==> config.mk <==
export PLATFORM = sky130hd
export DESIGN_NAME = tlbcm_top
export DESIGN_NICKNAME = d
export VERILOG_FILES = /design/src/rtl/tlbcm_pkg.sv /design/src/rtl/tlbcm_top.sv
export SDC_FILE = /design/constraint.sdc
export NUM_CORES = 2
export LEC_CHECK = 0
export BUFFER_PORTS_ARGS = -buffer_cell sky130_fd_sc_hd__buf_4
export CAP_MARGIN = 25
export CORE_UTILIZATION = 30
export DETAILED_ROUTE_END_ITERATION = 12
export PLACE_DENSITY = 0.44
export RECOVER_POWER = 50
export SYNTH_ARGS = -nofsm -noshare
export SYNTH_HDL_FRONTEND = slang
export SYNTH_SLANG_ARGS = --single-unit
==> constraint.sdc <==
create_clock -name core_clk -period 4.3 [get_ports core_clk]
set_clock_uncertainty 0.1 [all_clocks]
set_input_delay 0.86 -clock core_clk [delete_from_list [all_inputs] [get_ports core_clk]]
set_output_delay 0.86 -clock core_clk [all_outputs]
set_load 0.01 [all_outputs]
==> src/rtl/tlbcm_pkg.sv <==
package tlbcm_pkg;
  localparam int ENTRIES = 16;
  localparam int IDX_W = 4;
  localparam int EPN_W = 22;
  localparam int EPN_LSB = 10;
  localparam int MAX_SIZE_CODE = 22;

  // Special register numbers
  localparam logic [9:0] SPR_NULL_CFG = 10'h2B0;
  localparam logic [9:0] SPR_ASSOCIATIVITY_FIELD_CFG = 10'h2B1;
  localparam logic [9:0] SPR_ASR0 = 10'h270;
  localparam logic [9:0] SPR_ASR1 = 10'h271;
  localparam logic [9:0] SPR_ASR2 = 10'h272;
  localparam logic [9:0] SPR_ASR3 = 10'h273;
  localparam logic [9:0] SPR_ASR4 = 10'h274;
  localparam logic [9:0] SPR_ASR_SEARCH = 10'h276;

  // Configuration register contents, LSB numbering
  localparam logic [31:0] NULL_CFG_VALUE = 32'h0000_0000;
  localparam logic [7:0] ASSOCIATIVITY_FIELD = 8'h10;
  localparam logic [3:0] MIN_PAGE_SIZE_FIELD = 4'h0;
  localparam logic [3:0] MAX_PAGE_SIZE_FIELD = 4'hB;
  localparam logic [0:0] INVALIDATION_PROTECT = 1'h1;
  localparam logic [0:0] ALL_SIZES_AVAILABLE = 1'h1;
  localparam logic [0:0] ODD_POWER_SIZES_FLAG = 1'h1;
  localparam logic [0:0] CFG_RESERVED_BIT = 1'h0;
  localparam logic [11:0] ENTRY_COUNT_FIELD = 12'h010;
  localparam logic [31:0] ASSOCIATIVITY_FIELD_CFG_VALUE = {ASSOCIATIVITY_FIELD, MIN_PAGE_SIZE_FIELD, MAX_PAGE_SIZE_FIELD,
    INVALIDATION_PROTECT, ALL_SIZES_AVAILABLE, ODD_POWER_SIZES_FLAG, CFG_RESERVED_BIT, ENTRY_COUNT_FIELD};

  // Assist register field positions
  localparam int A0_SEL_LSB = 28;
  localparam int A0_ENTRY_SELECT_LSB = 16;
  localparam int A0_NV_LSB = 0;
  localparam int A1_VALID = 31;
  localparam int A1_INVALIDATION_PROTECT = 30;
  localparam int A1_PID_LSB = 16;
  localparam int A1_TS = 12;
  localparam int A1_SIZE_LSB = 7;
  localparam int A2_EPN_LSB = 10;
  localparam int A2_ATTR_LSB = 0;
  localparam int A3_RPN_LSB = 10;
  localparam int A3_PERM_LSB = 0;
  localparam int S_PID_LSB = 16;
  localparam int S_SAS = 0;
  localparam logic [1:0] SEL_ASSOCIATIVITY_FIELD = 2'h1;
  localparam logic [31:0] ASR_RESET = 32'h0000_0000;

  // Invalidate address control bits, LSB numbering
  localparam int INV_SEL_BIT = 3;
  localparam int INVALIDATE_EVERYTHING_BIT = 2;

  typedef enum logic [2:0] {OP_READ, OP_WRITE, OP_SEARCH, OP_INVAL, OP_SYNC} tlbcm_op_t;
endpackage

==> src/rtl/tlbcm_top.sv <==
`timescale 1ns/10ps
// Summary of operation
// RULE_01 - Null array config register at 688 always reads all zeros.
// RULE_02 - Associative array config register at 689 is read-only; bit 12 reads zero.
// RULE_03 - Associativity field and entry count field both read 0x10, sixteen entries.
// RULE_04 - Minimum page size reads 0x0 and maximum page size reads 0xB.
// RULE_05 - Protect, all-sizes and odd-power-size capability bits each read one.
// RULE_06 - Read entry copies the selected entry into assist registers 1 to 3.
// RULE_07 - Write entry stores assist registers 1 to 3 into the selected entry.
// RULE_08 - Translation miss loads assist registers with address, defaults and replacement entry.
// RULE_09 - Software places page number and permissions before issuing write entry.
// RULE_10 - Search address is sum of both sources if first index nonzero, else second.
// RULE_11 - Search compares space bit, process ID, address; writes hit or miss results.
// RULE_12 - Invalidate by address matches page number only, ignoring space and process ID.
// RULE_13 - Software sets the array-select bit of an invalidate address to one.
// RULE_14 - Invalidate-all bit clears every entry whose protect bit is clear.
// RULE_15 - Other invalidate address control bits are ignored.
// RULE_16 - All buffer management operations require privileged mode.
// RULE_17 - Synchronize does nothing beyond the privilege check.
// RULE_18 - Storage interrupt handler loads search fields then issues a search.
// RULE_19 - Assist registers are readable and writable through special register moves.
// RULE_20 - Protected entries survive every invalidate, including invalidate-all.
// RULE_21 - Search sets assist register 1 valid bit on hit, clears it on miss.
// RULE_22 - User-mode management operation raises exception and changes no state.
module tlbcm_top #(
  parameter int ENTRIES = tlbcm_pkg::ENTRIES,
  parameter int IDX_W = tlbcm_pkg::IDX_W
) (
  input wire logic core_clk,
  input wire logic nrst,
  input wire logic op_valid,
  input wire tlbcm_pkg::tlbcm_op_t op_code,
  input wire logic user_mode,
  input wire logic [4:0] ra_index,
  input wire logic [31:0] ra_value,
  input wire logic [31:0] rb_value,
  input wire logic spr_rd,
  input wire logic spr_wr,
  input wire logic [9:0] spr_num,
  input wire logic [31:0] spr_wdata,
  input wire logic miss_event,
  input wire logic [31:0] miss_ea,
  input wire logic miss_space,
  input wire logic [7:0] current_process_id,
  output logic [31:0] spr_rdata,
  output logic op_done,
  output logic priv_exc
);
  logic [31:0] asr0, asr1, asr2, asr3, asr4, asr_search;
  logic ent_valid [ENTRIES];
  logic ent_invalidation_protect [ENTRIES];
  logic ent_space [ENTRIES];
  logic [7:0] ent_pid [ENTRIES];
  logic [4:0] ent_size [ENTRIES];
  logic [21:0] ent_epn [ENTRIES];
  logic [4:0] ent_attr [ENTRIES];
  logic [21:0] ent_rpn [ENTRIES];
  logic [9:0] ent_perm [ENTRIES];
  logic [ENTRIES-1:0] srch_match, inv_match;
  logic [31:0] eff_addr;
  logic op_ok;
  logic sel_associativity_field;
  logic [IDX_W-1:0] entry_select, hit_idx, view_idx;
  logic hit_any;
  logic [31:0] view1, view2, view3;
  logic [7:0] search_process_id;
  logic search_space_bit;

  // Page-number bits compared for a page size; larger pages compare fewer bits
  function automatic logic [21:0] page_mask(input logic [4:0] size);
    logic [21:0] m;
    m = '0;
    for (int j = 0; j < tlbcm_pkg::EPN_W; j++)
    begin
      m[j] = (j >= int'(size)) && (int'(size) < tlbcm_pkg::MAX_SIZE_CODE);
    end
    return m;
  endfunction

  assign eff_addr = (ra_index != 5'h00) ? ra_value + rb_value : rb_value; // [RULE_10]
  assign op_ok = op_valid && !user_mode; // [RULE_16] [RULE_22]
  assign entry_select = asr0[tlbcm_pkg::A0_ENTRY_SELECT_LSB +: IDX_W];
  assign sel_associativity_field = asr0[tlbcm_pkg::A0_SEL_LSB +: 2] == tlbcm_pkg::SEL_ASSOCIATIVITY_FIELD;
  assign search_process_id = asr_search[tlbcm_pkg::S_PID_LSB +: 8];
  assign search_space_bit = asr_search[tlbcm_pkg::S_SAS];

  generate
    for (genvar g = 0; g < ENTRIES; g++)
    begin : g_match
      logic epn_eq;
      assign epn_eq = ((ent_epn[g] ^ eff_addr[31:tlbcm_pkg::EPN_LSB]) & page_mask(ent_size[g])) == 22'h0;
      assign srch_match[g] = ent_valid[g] && epn_eq && (ent_space[g] == search_space_bit) &&
        ((ent_pid[g] == search_process_id) || (ent_pid[g] == 8'h00)); // [RULE_11]
      // Address bits 0-1 and 4-9 take no part in the match
      assign inv_match[g] = ent_valid[g] && !ent_invalidation_protect[g] && eff_addr[tlbcm_pkg::INV_SEL_BIT] &&
        (eff_addr[tlbcm_pkg::INVALIDATE_EVERYTHING_BIT] || epn_eq); // [RULE_12] [RULE_14] [RULE_15] [RULE_20]
    end
  endgenerate

  // Lowest matching entry wins; multiple hits are a software error
  always_comb
  begin
    hit_any = 1'b0;
    hit_idx = '0;
    for (int i = ENTRIES - 1; i >= 0; i--)
    begin
      if (srch_match[i])
      begin
        hit_any = 1'b1;
        hit_idx = IDX_W'(i);
      end
    end
  end

  // Entry image as seen through assist registers 1 to 3
  always_comb
  begin
    view_idx = (op_code == tlbcm_pkg::OP_SEARCH) ? hit_idx : entry_select;
    view1 = '0;
    view2 = '0;
    view3 = '0;
    view1[tlbcm_pkg::A1_VALID] = ent_valid[view_idx];
    view1[tlbcm_pkg::A1_INVALIDATION_PROTECT] = ent_invalidation_protect[view_idx];
    view1[tlbcm_pkg::A1_PID_LSB +: 8] = ent_pid[view_idx];
    view1[tlbcm_pkg::A1_TS] = ent_space[view_idx];
    view1[tlbcm_pkg::A1_SIZE_LSB +: 5] = ent_size[view_idx];
    view2[tlbcm_pkg::A2_EPN_LSB +: 22] = ent_epn[view_idx];
    view2[tlbcm_pkg::A2_ATTR_LSB +: 5] = ent_attr[view_idx];
    view3[tlbcm_pkg::A3_RPN_LSB +: 22] = ent_rpn[view_idx];
    view3[tlbcm_pkg::A3_PERM_LSB +: 10] = ent_perm[view_idx];
  end

  // Buffer entries
  always_ff @(posedge core_clk or negedge nrst)
  begin
    if (!nrst)
    begin
      for (int i = 0; i < ENTRIES; i++)
      begin
        ent_valid[i] <= 1'b0;
        ent_invalidation_protect[i] <= 1'b0;
        ent_space[i] <= 1'b0;
        ent_pid[i] <= 8'h00;
        ent_size[i] <= 5'h00;
        ent_epn[i] <= 22'h0;
        ent_attr[i] <= 5'h00;
        ent_rpn[i] <= 22'h0;
        ent_perm[i] <= 10'h000;
      end
    end
    else if (op_ok)
    begin
      for (int i = 0; i < ENTRIES; i++)
      begin
        if (op_code == tlbcm_pkg::OP_WRITE && sel_associativity_field && entry_select == IDX_W'(i)) // [RULE_07]
        begin
          ent_valid[i] <= asr1[tlbcm_pkg::A1_VALID];
          ent_invalidation_protect[i] <= asr1[tlbcm_pkg::A1_INVALIDATION_PROTECT];
          ent_pid[i] <= asr1[tlbcm_pkg::A1_PID_LSB +: 8];
          ent_space[i] <= asr1[tlbcm_pkg::A1_TS];
          ent_size[i] <= asr1[tlbcm_pkg::A1_SIZE_LSB +: 5];
          ent_epn[i] <= asr2[tlbcm_pkg::A2_EPN_LSB +: 22];
          ent_attr[i] <= asr2[tlbcm_pkg::A2_ATTR_LSB +: 5];
          ent_rpn[i] <= asr3[tlbcm_pkg::A3_RPN_LSB +: 22];
          ent_perm[i] <= asr3[tlbcm_pkg::A3_PERM_LSB +: 10];
        end
        else if (op_code == tlbcm_pkg::OP_INVAL && inv_match[i]) // [RULE_14] [RULE_20]
        begin
          ent_valid[i] <= 1'b0;
        end
      end
    end
  end

  // Assist registers: miss update beats a read or search operation, which beats a register write
  always_ff @(posedge core_clk or negedge nrst)
  begin
    if (!nrst)
    begin
      asr0 <= tlbcm_pkg::ASR_RESET;
      asr1 <= tlbcm_pkg::ASR_RESET;
      asr2 <= tlbcm_pkg::ASR_RESET;
      asr3 <= tlbcm_pkg::ASR_RESET;
      asr4 <= tlbcm_pkg::ASR_RESET;
      asr_search <= tlbcm_pkg::ASR_RESET;
    end
    else if (miss_event)
    begin
      asr0[tlbcm_pkg::A0_SEL_LSB +: 2] <= asr4[tlbcm_pkg::A0_SEL_LSB +: 2]; // [RULE_08]
      asr0[tlbcm_pkg::A0_ENTRY_SELECT_LSB +: IDX_W] <= asr0[tlbcm_pkg::A0_NV_LSB +: IDX_W]; // [RULE_08]
      asr1 <= '0;
      asr1[tlbcm_pkg::A1_VALID] <= 1'b1;
      asr1[tlbcm_pkg::A1_PID_LSB +: 8] <= current_process_id;
      asr1[tlbcm_pkg::A1_TS] <= miss_space;
      asr1[tlbcm_pkg::A1_SIZE_LSB +: 5] <= asr4[tlbcm_pkg::A1_SIZE_LSB +: 5];
      asr2 <= '0;
      asr2[tlbcm_pkg::A2_EPN_LSB +: 22] <= miss_ea[31:tlbcm_pkg::EPN_LSB];
      asr2[tlbcm_pkg::A2_ATTR_LSB +: 5] <= asr4[tlbcm_pkg::A2_ATTR_LSB +: 5];
      asr3 <= '0;
    end
    else if (op_ok && op_code == tlbcm_pkg::OP_READ)
    begin
      asr1 <= sel_associativity_field ? view1 : '0; // [RULE_06]
      asr2 <= sel_associativity_field ? view2 : '0;
      asr3 <= sel_associativity_field ? view3 : '0;
    end
    else if (op_ok && op_code == tlbcm_pkg::OP_SEARCH)
    begin
      if (hit_any)
      begin
        asr0[tlbcm_pkg::A0_SEL_LSB +: 2] <= tlbcm_pkg::SEL_ASSOCIATIVITY_FIELD; // [RULE_11]
        asr0[tlbcm_pkg::A0_ENTRY_SELECT_LSB +: IDX_W] <= hit_idx;
        asr1 <= view1; // [RULE_21]
        asr2 <= view2;
        asr3 <= view3;
      end
      else
      begin
        asr0[tlbcm_pkg::A0_SEL_LSB +: 2] <= asr4[tlbcm_pkg::A0_SEL_LSB +: 2];
        asr0[tlbcm_pkg::A0_ENTRY_SELECT_LSB +: IDX_W] <= asr0[tlbcm_pkg::A0_NV_LSB +: IDX_W];
        asr1 <= '0; // [RULE_21]
        asr1[tlbcm_pkg::A1_PID_LSB +: 8] <= search_process_id;
        asr1[tlbcm_pkg::A1_TS] <= search_space_bit;
        asr1[tlbcm_pkg::A1_SIZE_LSB +: 5] <= asr4[tlbcm_pkg::A1_SIZE_LSB +: 5];
        asr2 <= '0;
        asr2[tlbcm_pkg::A2_EPN_LSB +: 22] <= eff_addr[31:tlbcm_pkg::EPN_LSB];
        asr2[tlbcm_pkg::A2_ATTR_LSB +: 5] <= asr4[tlbcm_pkg::A2_ATTR_LSB +: 5];
        asr3 <= '0;
      end
    end
    else if (spr_wr)
    begin
      unique case (spr_num) // [RULE_19]
        tlbcm_pkg::SPR_ASR0: asr0 <= spr_wdata;
        tlbcm_pkg::SPR_ASR1: asr1 <= spr_wdata;
        tlbcm_pkg::SPR_ASR2: asr2 <= spr_wdata;
        tlbcm_pkg::SPR_ASR3: asr3 <= spr_wdata;
        tlbcm_pkg::SPR_ASR4: asr4 <= spr_wdata;
        tlbcm_pkg::SPR_ASR_SEARCH: asr_search <= spr_wdata;
        default: asr0 <= asr0;
      endcase
    end
  end

  // Register read data, one cycle after the read strobe
  always_ff @(posedge core_clk or negedge nrst)
  begin
    if (!nrst)
    begin
      spr_rdata <= 32'h0000_0000;
    end
    else if (spr_rd)
    begin
      unique case (spr_num)
        tlbcm_pkg::SPR_NULL_CFG: spr_rdata <= tlbcm_pkg::NULL_CFG_VALUE; // [RULE_01]
        tlbcm_pkg::SPR_ASSOCIATIVITY_FIELD_CFG: spr_rdata <= tlbcm_pkg::ASSOCIATIVITY_FIELD_CFG_VALUE; // [RULE_02] [RULE_03] [RULE_04] [RULE_05]
        tlbcm_pkg::SPR_ASR0: spr_rdata <= asr0; // [RULE_19]
        tlbcm_pkg::SPR_ASR1: spr_rdata <= asr1;
        tlbcm_pkg::SPR_ASR2: spr_rdata <= asr2;
        tlbcm_pkg::SPR_ASR3: spr_rdata <= asr3;
        tlbcm_pkg::SPR_ASR4: spr_rdata <= asr4;
        tlbcm_pkg::SPR_ASR_SEARCH: spr_rdata <= asr_search;
        default: spr_rdata <= 32'h0000_0000;
      endcase
    end
  end

  // Completion and privilege fault pulses
  always_ff @(posedge core_clk or negedge nrst)
  begin
    if (!nrst)
    begin
      op_done <= 1'b0;
      priv_exc <= 1'b0;
    end
    else
    begin
      op_done <= op_ok; // [RULE_17]
      priv_exc <= op_valid && user_mode; // [RULE_22]
    end
  end
endmodule
# --- Word-level counts from Yosys, hierarchy flattened ---
# Cells that the tools add are included.
totals:
  ff_bits: 1426
  latch_bits: 0
  mem_bits_rw: 0
  romBits: 0
  inputBits: 162
  out_inout_bits: 34
  elab_cells: 1375
  n_memories: 0
op_classes:
  n_addsub: 1
  n_mul: 0
  div_mod_pow: 0
  magnitude_cmp: 369
  n_eq_ne: 59
  shift: 0
  muxes: 126
  bitwise: 36
  n_reduce_logical: 630
op_table:
  columns: ["cell", "n"]
  rows:
  - ["$mux W32", 22]
  - ["$ge A4 B5 Y1 const A", 128]
  - ["$logic_and A1 B1 Y1", 485]
  - ["$ge A5 B5 Y1 const A", 96]
  - ["$and A22 B22 Y22", 16]
  - ["$logic_not A22 Y1", 16]
  - ["$xor A22 B22 Y22", 16]
  - ["$ge A3 B5 Y1 const A", 64]
  - ["$pmux W32 S7", 1]
  - ["$bmux W22 S4", 2]
  - ["$ge A1 B5 Y1 const A", 32]
  - ["$ge A2 B5 Y1 const A", 32]
  - ["$eq A8 B8 Y1", 16]
  - ["$logic_not A8 Y1", 16]
  - ["$mux W30", 3]
  - ["$mux W22", 4]
  - ["$lt A5 B5 Y1 const B", 16]
  - ["$mux W4", 20]
  - ["$eq A10 B10 Y1 const B", 7]
  - ["$reduce_and A2 Y1", 35]
  - ["$mux W1", 54]
  - ["$bmux W10 S4", 1]
  - ["$bmux W5 S4", 2]
  - ["$add A32 B32 Y32", 1]
  - ["29 further kinds", 136]

# --- Logic depth before layout (Yosys ltp) ---
logic_depth:
  ltp_word: 33
  depth_mapped: 26
  mapped_depth_nobuf: 19

# --- Worst setup path after synthesis ---
# No wires, ideal clock.
synth_path:
  path_kind: "input-to-reg"
  startpoint: "input ra_value[7]"
  endpoint: "register asr3[3]"
  setup_ns: 0.132
  arrival_ns: 5.787
  t_required_ns: 4.068
  setup_slack_ns: -1.719
  cell_stages: 23
  n_path_buf: 4
  path_cell_list: "ha_1 > buf_2 > nand4_1 > or3_1 > o211a_1 > o21ai_4 > mux2i_1 > nor2_1 > buf_4 > xor2_1 > a221oi_1 > a22o_1 > and4bb_2 > nor4_1 > o2111ai_1 > nand2_2 > buf_6 > buf_2 > mux2i_1 > mux2i_1 > mux2_2 > a221oi_1 > o21ai_1"
synth_between:
  elab_chain_cells: 33
  elab_cells_between_ends: 140
  classes_between: "add/sub: 1; mux: 42; bitwise: 33; reduce/logical: 64"
synth_rtl:
  columns: ["item", "line", "source"]
  rows:
  - ["start: declaration", "tlbcm_top.sv:35", "input wire logic [31:0] ra_value,"]
  - ["$add A32 B32 Y32 (*)", "tlbcm_top.sv:80", "assign eff_addr = (ra_index != 5'h00) ? ra_value + rb_value : rb_value;"]
  - ["$mux W32 (*)", "tlbcm_top.sv:80", null]
  - ["$xor A22 B22 Y22", "tlbcm_top.sv:91", "assign epn_eq = ((ent_epn[g] ^ eff_addr[31:tlbcm_pkg::EPN_LSB]) & page_mask(ent_size[g])) == 22'h0;"]
  - ["$and A22 B22 Y22", "tlbcm_top.sv:91", null]
  - ["$logic_not A22 Y1", "tlbcm_top.sv:91", null]
  - ["$logic_and A1 B1 Y1 (3 in a row)", "tlbcm_top.sv:92", "assign srch_match[g] = ent_valid[g] && epn_eq && (ent_space[g] == search_space_bit) &&"]
  - ["$mux W4 (16 in a row)", "tlbcm_top.sv:107", "if (srch_match[i])"]
  - ["$mux W4", "tlbcm_top.sv:118", "view_idx = (op_code == tlbcm_pkg::OP_SEARCH) ? hit_idx : entry_select;"]
  - ["$not A4 Y5 (not written as such)", "tlbcm_top.sv:130", "view3[tlbcm_pkg::A3_PERM_LSB +: 10] = ent_perm[view_idx];"]
  - ["$bmux W10 S4", "tlbcm_top.sv:130", null]
  - ["$mux W10 (not written as such) (2 in a row)", "tlbcm_top.sv:130", null]
  - ["$mux W32", "tlbcm_top.sv:209", "if (hit_any)"]
  - ["$mux W32", "tlbcm_top.sv:207", "else if (op_ok && op_code == tlbcm_pkg::OP_SEARCH)"]
  - ["$mux W32 (*)", "tlbcm_top.sv:201", "else if (op_ok && op_code == tlbcm_pkg::OP_READ)"]
  - ["$mux W32 (*)", "tlbcm_top.sv:187", "else if (miss_event)"]
  - ["end signal: assignment", "tlbcm_top.sv:183", "asr3 <= tlbcm_pkg::ASR_RESET;"]
  - ["end signal: assignment", "tlbcm_top.sv:205", "asr3 <= sel_associativity_field ? view3 : '0;"]
  - ["end signal: assignment", "tlbcm_top.sv:215", "asr3 <= view3;"]
  - ["end: declaration", "tlbcm_top.sv:49", "logic [31:0] asr0, asr1, asr2, asr3, asr4, asr_search;"]
# Every way passes the cells marked *; elsewhere a longest branch is shown, timed or not. The select of a mux whose other input is x is not followed.
# A chain may end at the register's enable or synchronous reset.

# --- Worst setup path after layout ---
layout_path:
  startpoint: "input rb_value[3]"
  endpoint: "register asr1[9]"
layout_between:
  elab_chain_cells: 33
  elab_cells_between_ends: 140
  classes_between: "add/sub: 1; mux: 42; bitwise: 33; reduce/logical: 64"
layout_rtl:
  columns: ["item", "line", "source"]
  rows:
  - ["start: declaration", "tlbcm_top.sv:36", "input wire logic [31:0] rb_value,"]
  - ["$add A32 B32 Y32 (*)", "tlbcm_top.sv:80", null]
  - ["$mux W32 (*)", "tlbcm_top.sv:80", null]
  - ["$xor A22 B22 Y22", "tlbcm_top.sv:91", null]
  - ["$and A22 B22 Y22", "tlbcm_top.sv:91", null]
  - ["$logic_not A22 Y1", "tlbcm_top.sv:91", null]
  - ["$logic_and A1 B1 Y1 (3 in a row)", "tlbcm_top.sv:92", null]
  - ["$mux W4 (16 in a row)", "tlbcm_top.sv:107", null]
  - ["$mux W4", "tlbcm_top.sv:118", null]
  - ["$not A4 Y5 (not written as such)", "tlbcm_top.sv:126", "view1[tlbcm_pkg::A1_SIZE_LSB +: 5] = ent_size[view_idx];"]
  - ["$bmux W5 S4", "tlbcm_top.sv:126", null]
  - ["$mux W5 (not written as such) (2 in a row)", "tlbcm_top.sv:126", null]
  - ["$mux W32", "tlbcm_top.sv:209", null]
  - ["$mux W32", "tlbcm_top.sv:207", null]
  - ["$mux W32 (*)", "tlbcm_top.sv:201", null]
  - ["$mux W32 (*)", "tlbcm_top.sv:187", null]
  - ["end signal: indexed assignment", "tlbcm_top.sv:193", "asr1[tlbcm_pkg::A1_PID_LSB +: 8] <= current_process_id;"]
  - ["end signal: assignment", "tlbcm_top.sv:203", "asr1 <= sel_associativity_field ? view1 : '0;"]
  - ["end signal: assignment", "tlbcm_top.sv:213", "asr1 <= view1;"]
  - ["end: declaration", "tlbcm_top.sv:49", null]
# Marked as above.

==> summary.md <==
| Metric | Value |
|---|---|
| Outcome | `complete, but fails checks` |
| Violated checks | `max-capacitance violations, max-slew violations, negative setup slack` |
| Chip Height | `521 um` |
| Synth Instances | `7,646` |
| Pwr/cell area | `320 mW/mm2` |
| WL met2 | `193 mm` |
| Root buffer cell | `clkbuf_16` |
| CTS tree | `built` |
| Most used cell, CP | `buf_4` |
| Post-synthesis register bit count | `1,426` |
| Die area | `0.271 mm2` |
| Buf+Inv Stages, Crit Path | `10` |
| Tot GR Track Use | `0.311` |
| Core area | `approximately 0.27 mm2` |
| Setup TNS | `-217.72 ns` |
| Mean Syn Cell Area | `10.6 um2` |
| CTS HTree Levels | `4` |
| Synth Cell Area | `about 0.081 mm2` |
| Final WS setup | `-1.91 ns` |
| Setup Viol. Count Final | `470` |
| Post-synthesis mux area share | `0.235` |
| Synth Area in XOR/XNOR | `0.0457` |
| Clk sinks | `1,426` |
| Max_slew headroom | `-1.62` |
| First-pass GRT wire length | `591 mm` |
| Main combinational cell family by area after synthesis | `multiplexers` |
| R2R depth | `19` |
| Chip Width | `521 um` |
| Worst stage delay on the critical path | `0.56 ns` |
| Final antenna-violating net count | `0` |
| Fin. max-slew vios | `approximately 110` |
| Data arrival, critical path | `6.85 ns` |
| Metal1 wirelength | `185 mm` |
| Min Tclk post-route | `around 6.2 ns` |
| Post-DP HPWL | `314 mm` |
| Row count | `between 150 and 200` |
| Synth Area in Adders | `0.00465` |
| Worst Setup Start Kind | `input pin` |
| Number of synthesized flops with an enable pin | `0` |
| FF-to-FF setup slack | `-1.23 ns` |
| Wire length per cell | `33.4 um` |
| Compound-Gate Fraction of Synth Area | `0.117` |
| Initial Util | `0.302` |
| Overall Power | `35,100 uW` |
| Routed Wire Length | `430 mm` |
| Vias per cell | `5.61` |
| Layout cells sized above 1 | `0.438` |
| Vias in the first global route | `71.9k` |
| Top FF cell, synth | `dfrtp_1` |
| Placed instance count | `12.3k` |
| Most frequent cells in the layout | `1,699 x buf_4, 1,422 x dfrtp_1, 1,286 x mux2_2` |
| Max-cap violations | `1` |
| Required @ worst endpoint | `between 4 and 5 ns` |
| Total CTS buffers | `around 170` |
| CP Capture Type | `register` |
| Synth unique cells | `114` |
| GPL Wtd Cong | `0.995` |
| Peak supply drop | `around 450 uV` |
| Worst Hold Class | `in -> reg` |
| Seq/Total Area, Yosys | `0.442` |
| Synth Area in Simple Gates | `0.115` |
| Commonest non-fill, non-tap cell in the layout | `buf_4` |
| Stages on the worst setup path | `29` |
| Post-synth ARST share | `1.00` |
| DRT Pass-1 Iters | `5` |
| Unrepaired setup endpoints after global routing | `yes` |
| Crit path max-delay cell type | `or4_4` |
| Fin crit share | `1.44` |
| P&R area growth vs syn | `35.8%` |
| Worst Max-Slew Pin Slew | `3.93 ns` |
| Pleak | `approximately 0.05 uW` |
| Clk_lat worst skew | `slightly below 0.9 ns` |
| I/O pins | `between 150 and 200` |
| Syn Nets | `7,838` |
| Hold depth | `2` |
| IO Port Bufs | `between 150 and 200` |
| Starting DRT DRC Count | `6,367` |
| Pin count of the biggest net entering global routing | `107` |
| Nets | `9,365` |
| Global route total overflow | `0` |
| Critical path fanouts, max | `8` |
| Critical path class | `in -> reg` |
| Clock Pin Slew Worst Setup and Hold Paths | `0.06 ns` |
| Final Hold Vio Count | `0` |
| Met3 Wirelength | `25.5 mm` |
| Via count | `between 70k and 80k` |
| Warnings from Yosys | `0` |
| Count of non-filler cells in the finished layout | `around 13k` |
| Top Metal Used | `met5` |
| Antenna violations before repair | `25` |
| CTS max path bufs | `3` |
| DR DRC count | `0` |
| Max Fclk | `between 150 and 200 MHz` |
| Hold slack | `0.116 ns` |
| Delay-heaviest family, CP | `compound AO/OA/AOI/OAI gates` |
cell usage after synthesis, types with 30 or more instances:
cell type | count | area [um2]
a22oi_1 | 49 | 368
mux2_2 | 1296 | 14600
o211ai_1 | 34 | 255
nand2_1 | 901 | 3380
a211oi_1 | 44 | 330
inv_1 | 75 | 282
o21ai_1 | 37 | 185
nor2_1 | 204 | 766
ha_1 | 30 | 375
o31ai_1 | 31 | 233
and3_1 | 78 | 488
nor4_1 | 64 | 400
a21o_1 | 31 | 233
clkbuf_1 | 405 | 1520
nand4_1 | 104 | 651
o22ai_1 | 73 | 457
nor3_1 | 77 | 385
and2_1 | 34 | 213
a31oi_1 | 138 | 863
dfrtp_1 | 1426 | 35700
buf_1 | 62 | 233
nand3_1 | 273 | 1370
xnor2_1 | 300 | 2630
mux2i_1 | 413 | 4130
a21oi_1 | 190 | 951
a221oi_1 | 69 | 604
nand2b_1 | 32 | 200
xor2_1 | 121 | 1060
o21ai_0 | 244 | 1220
a32oi_1 | 83 | 727
or3_1 | 46 | 288
buf_4 | 49 | 368
buf_2 | 121 | 606
kinds of logic after synthesis:
| family | count (synthesis) |
|---|---|
| fa+ha+maj | 30 |
| flops | 1426 |
| compound gates | 1349 |
| xor+xnor | 421 |
| mux | 1722 |
| buf+inv | 741 |
| simple gates | 1957 |
state kept, by name, indices dropped and copies added (netlist names):
name / count
ent_epn: 352
ent_rpn: 352
ent_perm: 160
ent_pid: 128
ent_attr: 80
ent_size: 80
asr0: 32
asr1: 32
asr2: 32
asr3: 32
asr4: 32
asr_search: 32
spr_rdata: 32
ent_invalidation_protect: 16
ent_space: 16
ent_valid: 16
op_done: 1
priv_exc: 1
metrics by stage:
step | cell area (um2) | worst slack [ns] | util
after floorplan | 81900 | -1.45 | -
after global placement | 98600 | -3.66 | 0.368
after detailed placement | 98600 | -3.65 | 0.368
after CTS | 108000 | -1.76 | 0.405
after global routing | 110000 | -1.93 | 0.409
final | 110000 | -1.91 | 0.409
final timing paths:
kind / to / from
hold / removal: priv_exc / op_valid
setup reg to reg: asr1[9] / asr_search[21]
setup / recovery: asr1[9] / rb_value[3]
max in group asynchronous: asr1[7] / nrst
min in group asynchronous: ent_rpn[25] / nrst
hold reg to reg: ent_attr[62] / ent_attr[62]
report_power, final:
| part | internal [uW] | switching [uW] |
|---|---|---|
| clock network | 8650 | 6450 |
| registers | 13500 | 376 |
| logic | 2410 | 3700 |
| total | 24600 | 10500 |
what timing repair did:
action	in CTS	in global routing
cloned	23	6
hold buffers	1	0
buffers inserted	144	46
resized for setup	413	179
endpoints found under the setup margin	96	97
hold endpoints to repair	53	0
pin swaps	161	99
layout make-up:
cell class | instances | area, um2
fillers | 26200 | 158000
multi-input cells | 5479 | 44900
flip-flops and latches | 1426 | 35700
repair buffers | 2021 | 18500
clock buffers | 257 | 5020
well taps | 3552 | 4440
clock inverters | 50 | 722
inverters | 77 | 289
diodes | 17 | 42.5
per-layer routing:
| metal | global-route usage | vias to the layer above |
|---|---|---|
| li1 | - | 31100 |
| met1 | 0.413 | 37600 |
| met2 | 0.487 | 2751 |
| met3 | 0.0484 | 721 |
| met4 | 0.162 | 20 |
| met5 | 0 | - |
Power figures use the tool's default switching activity.
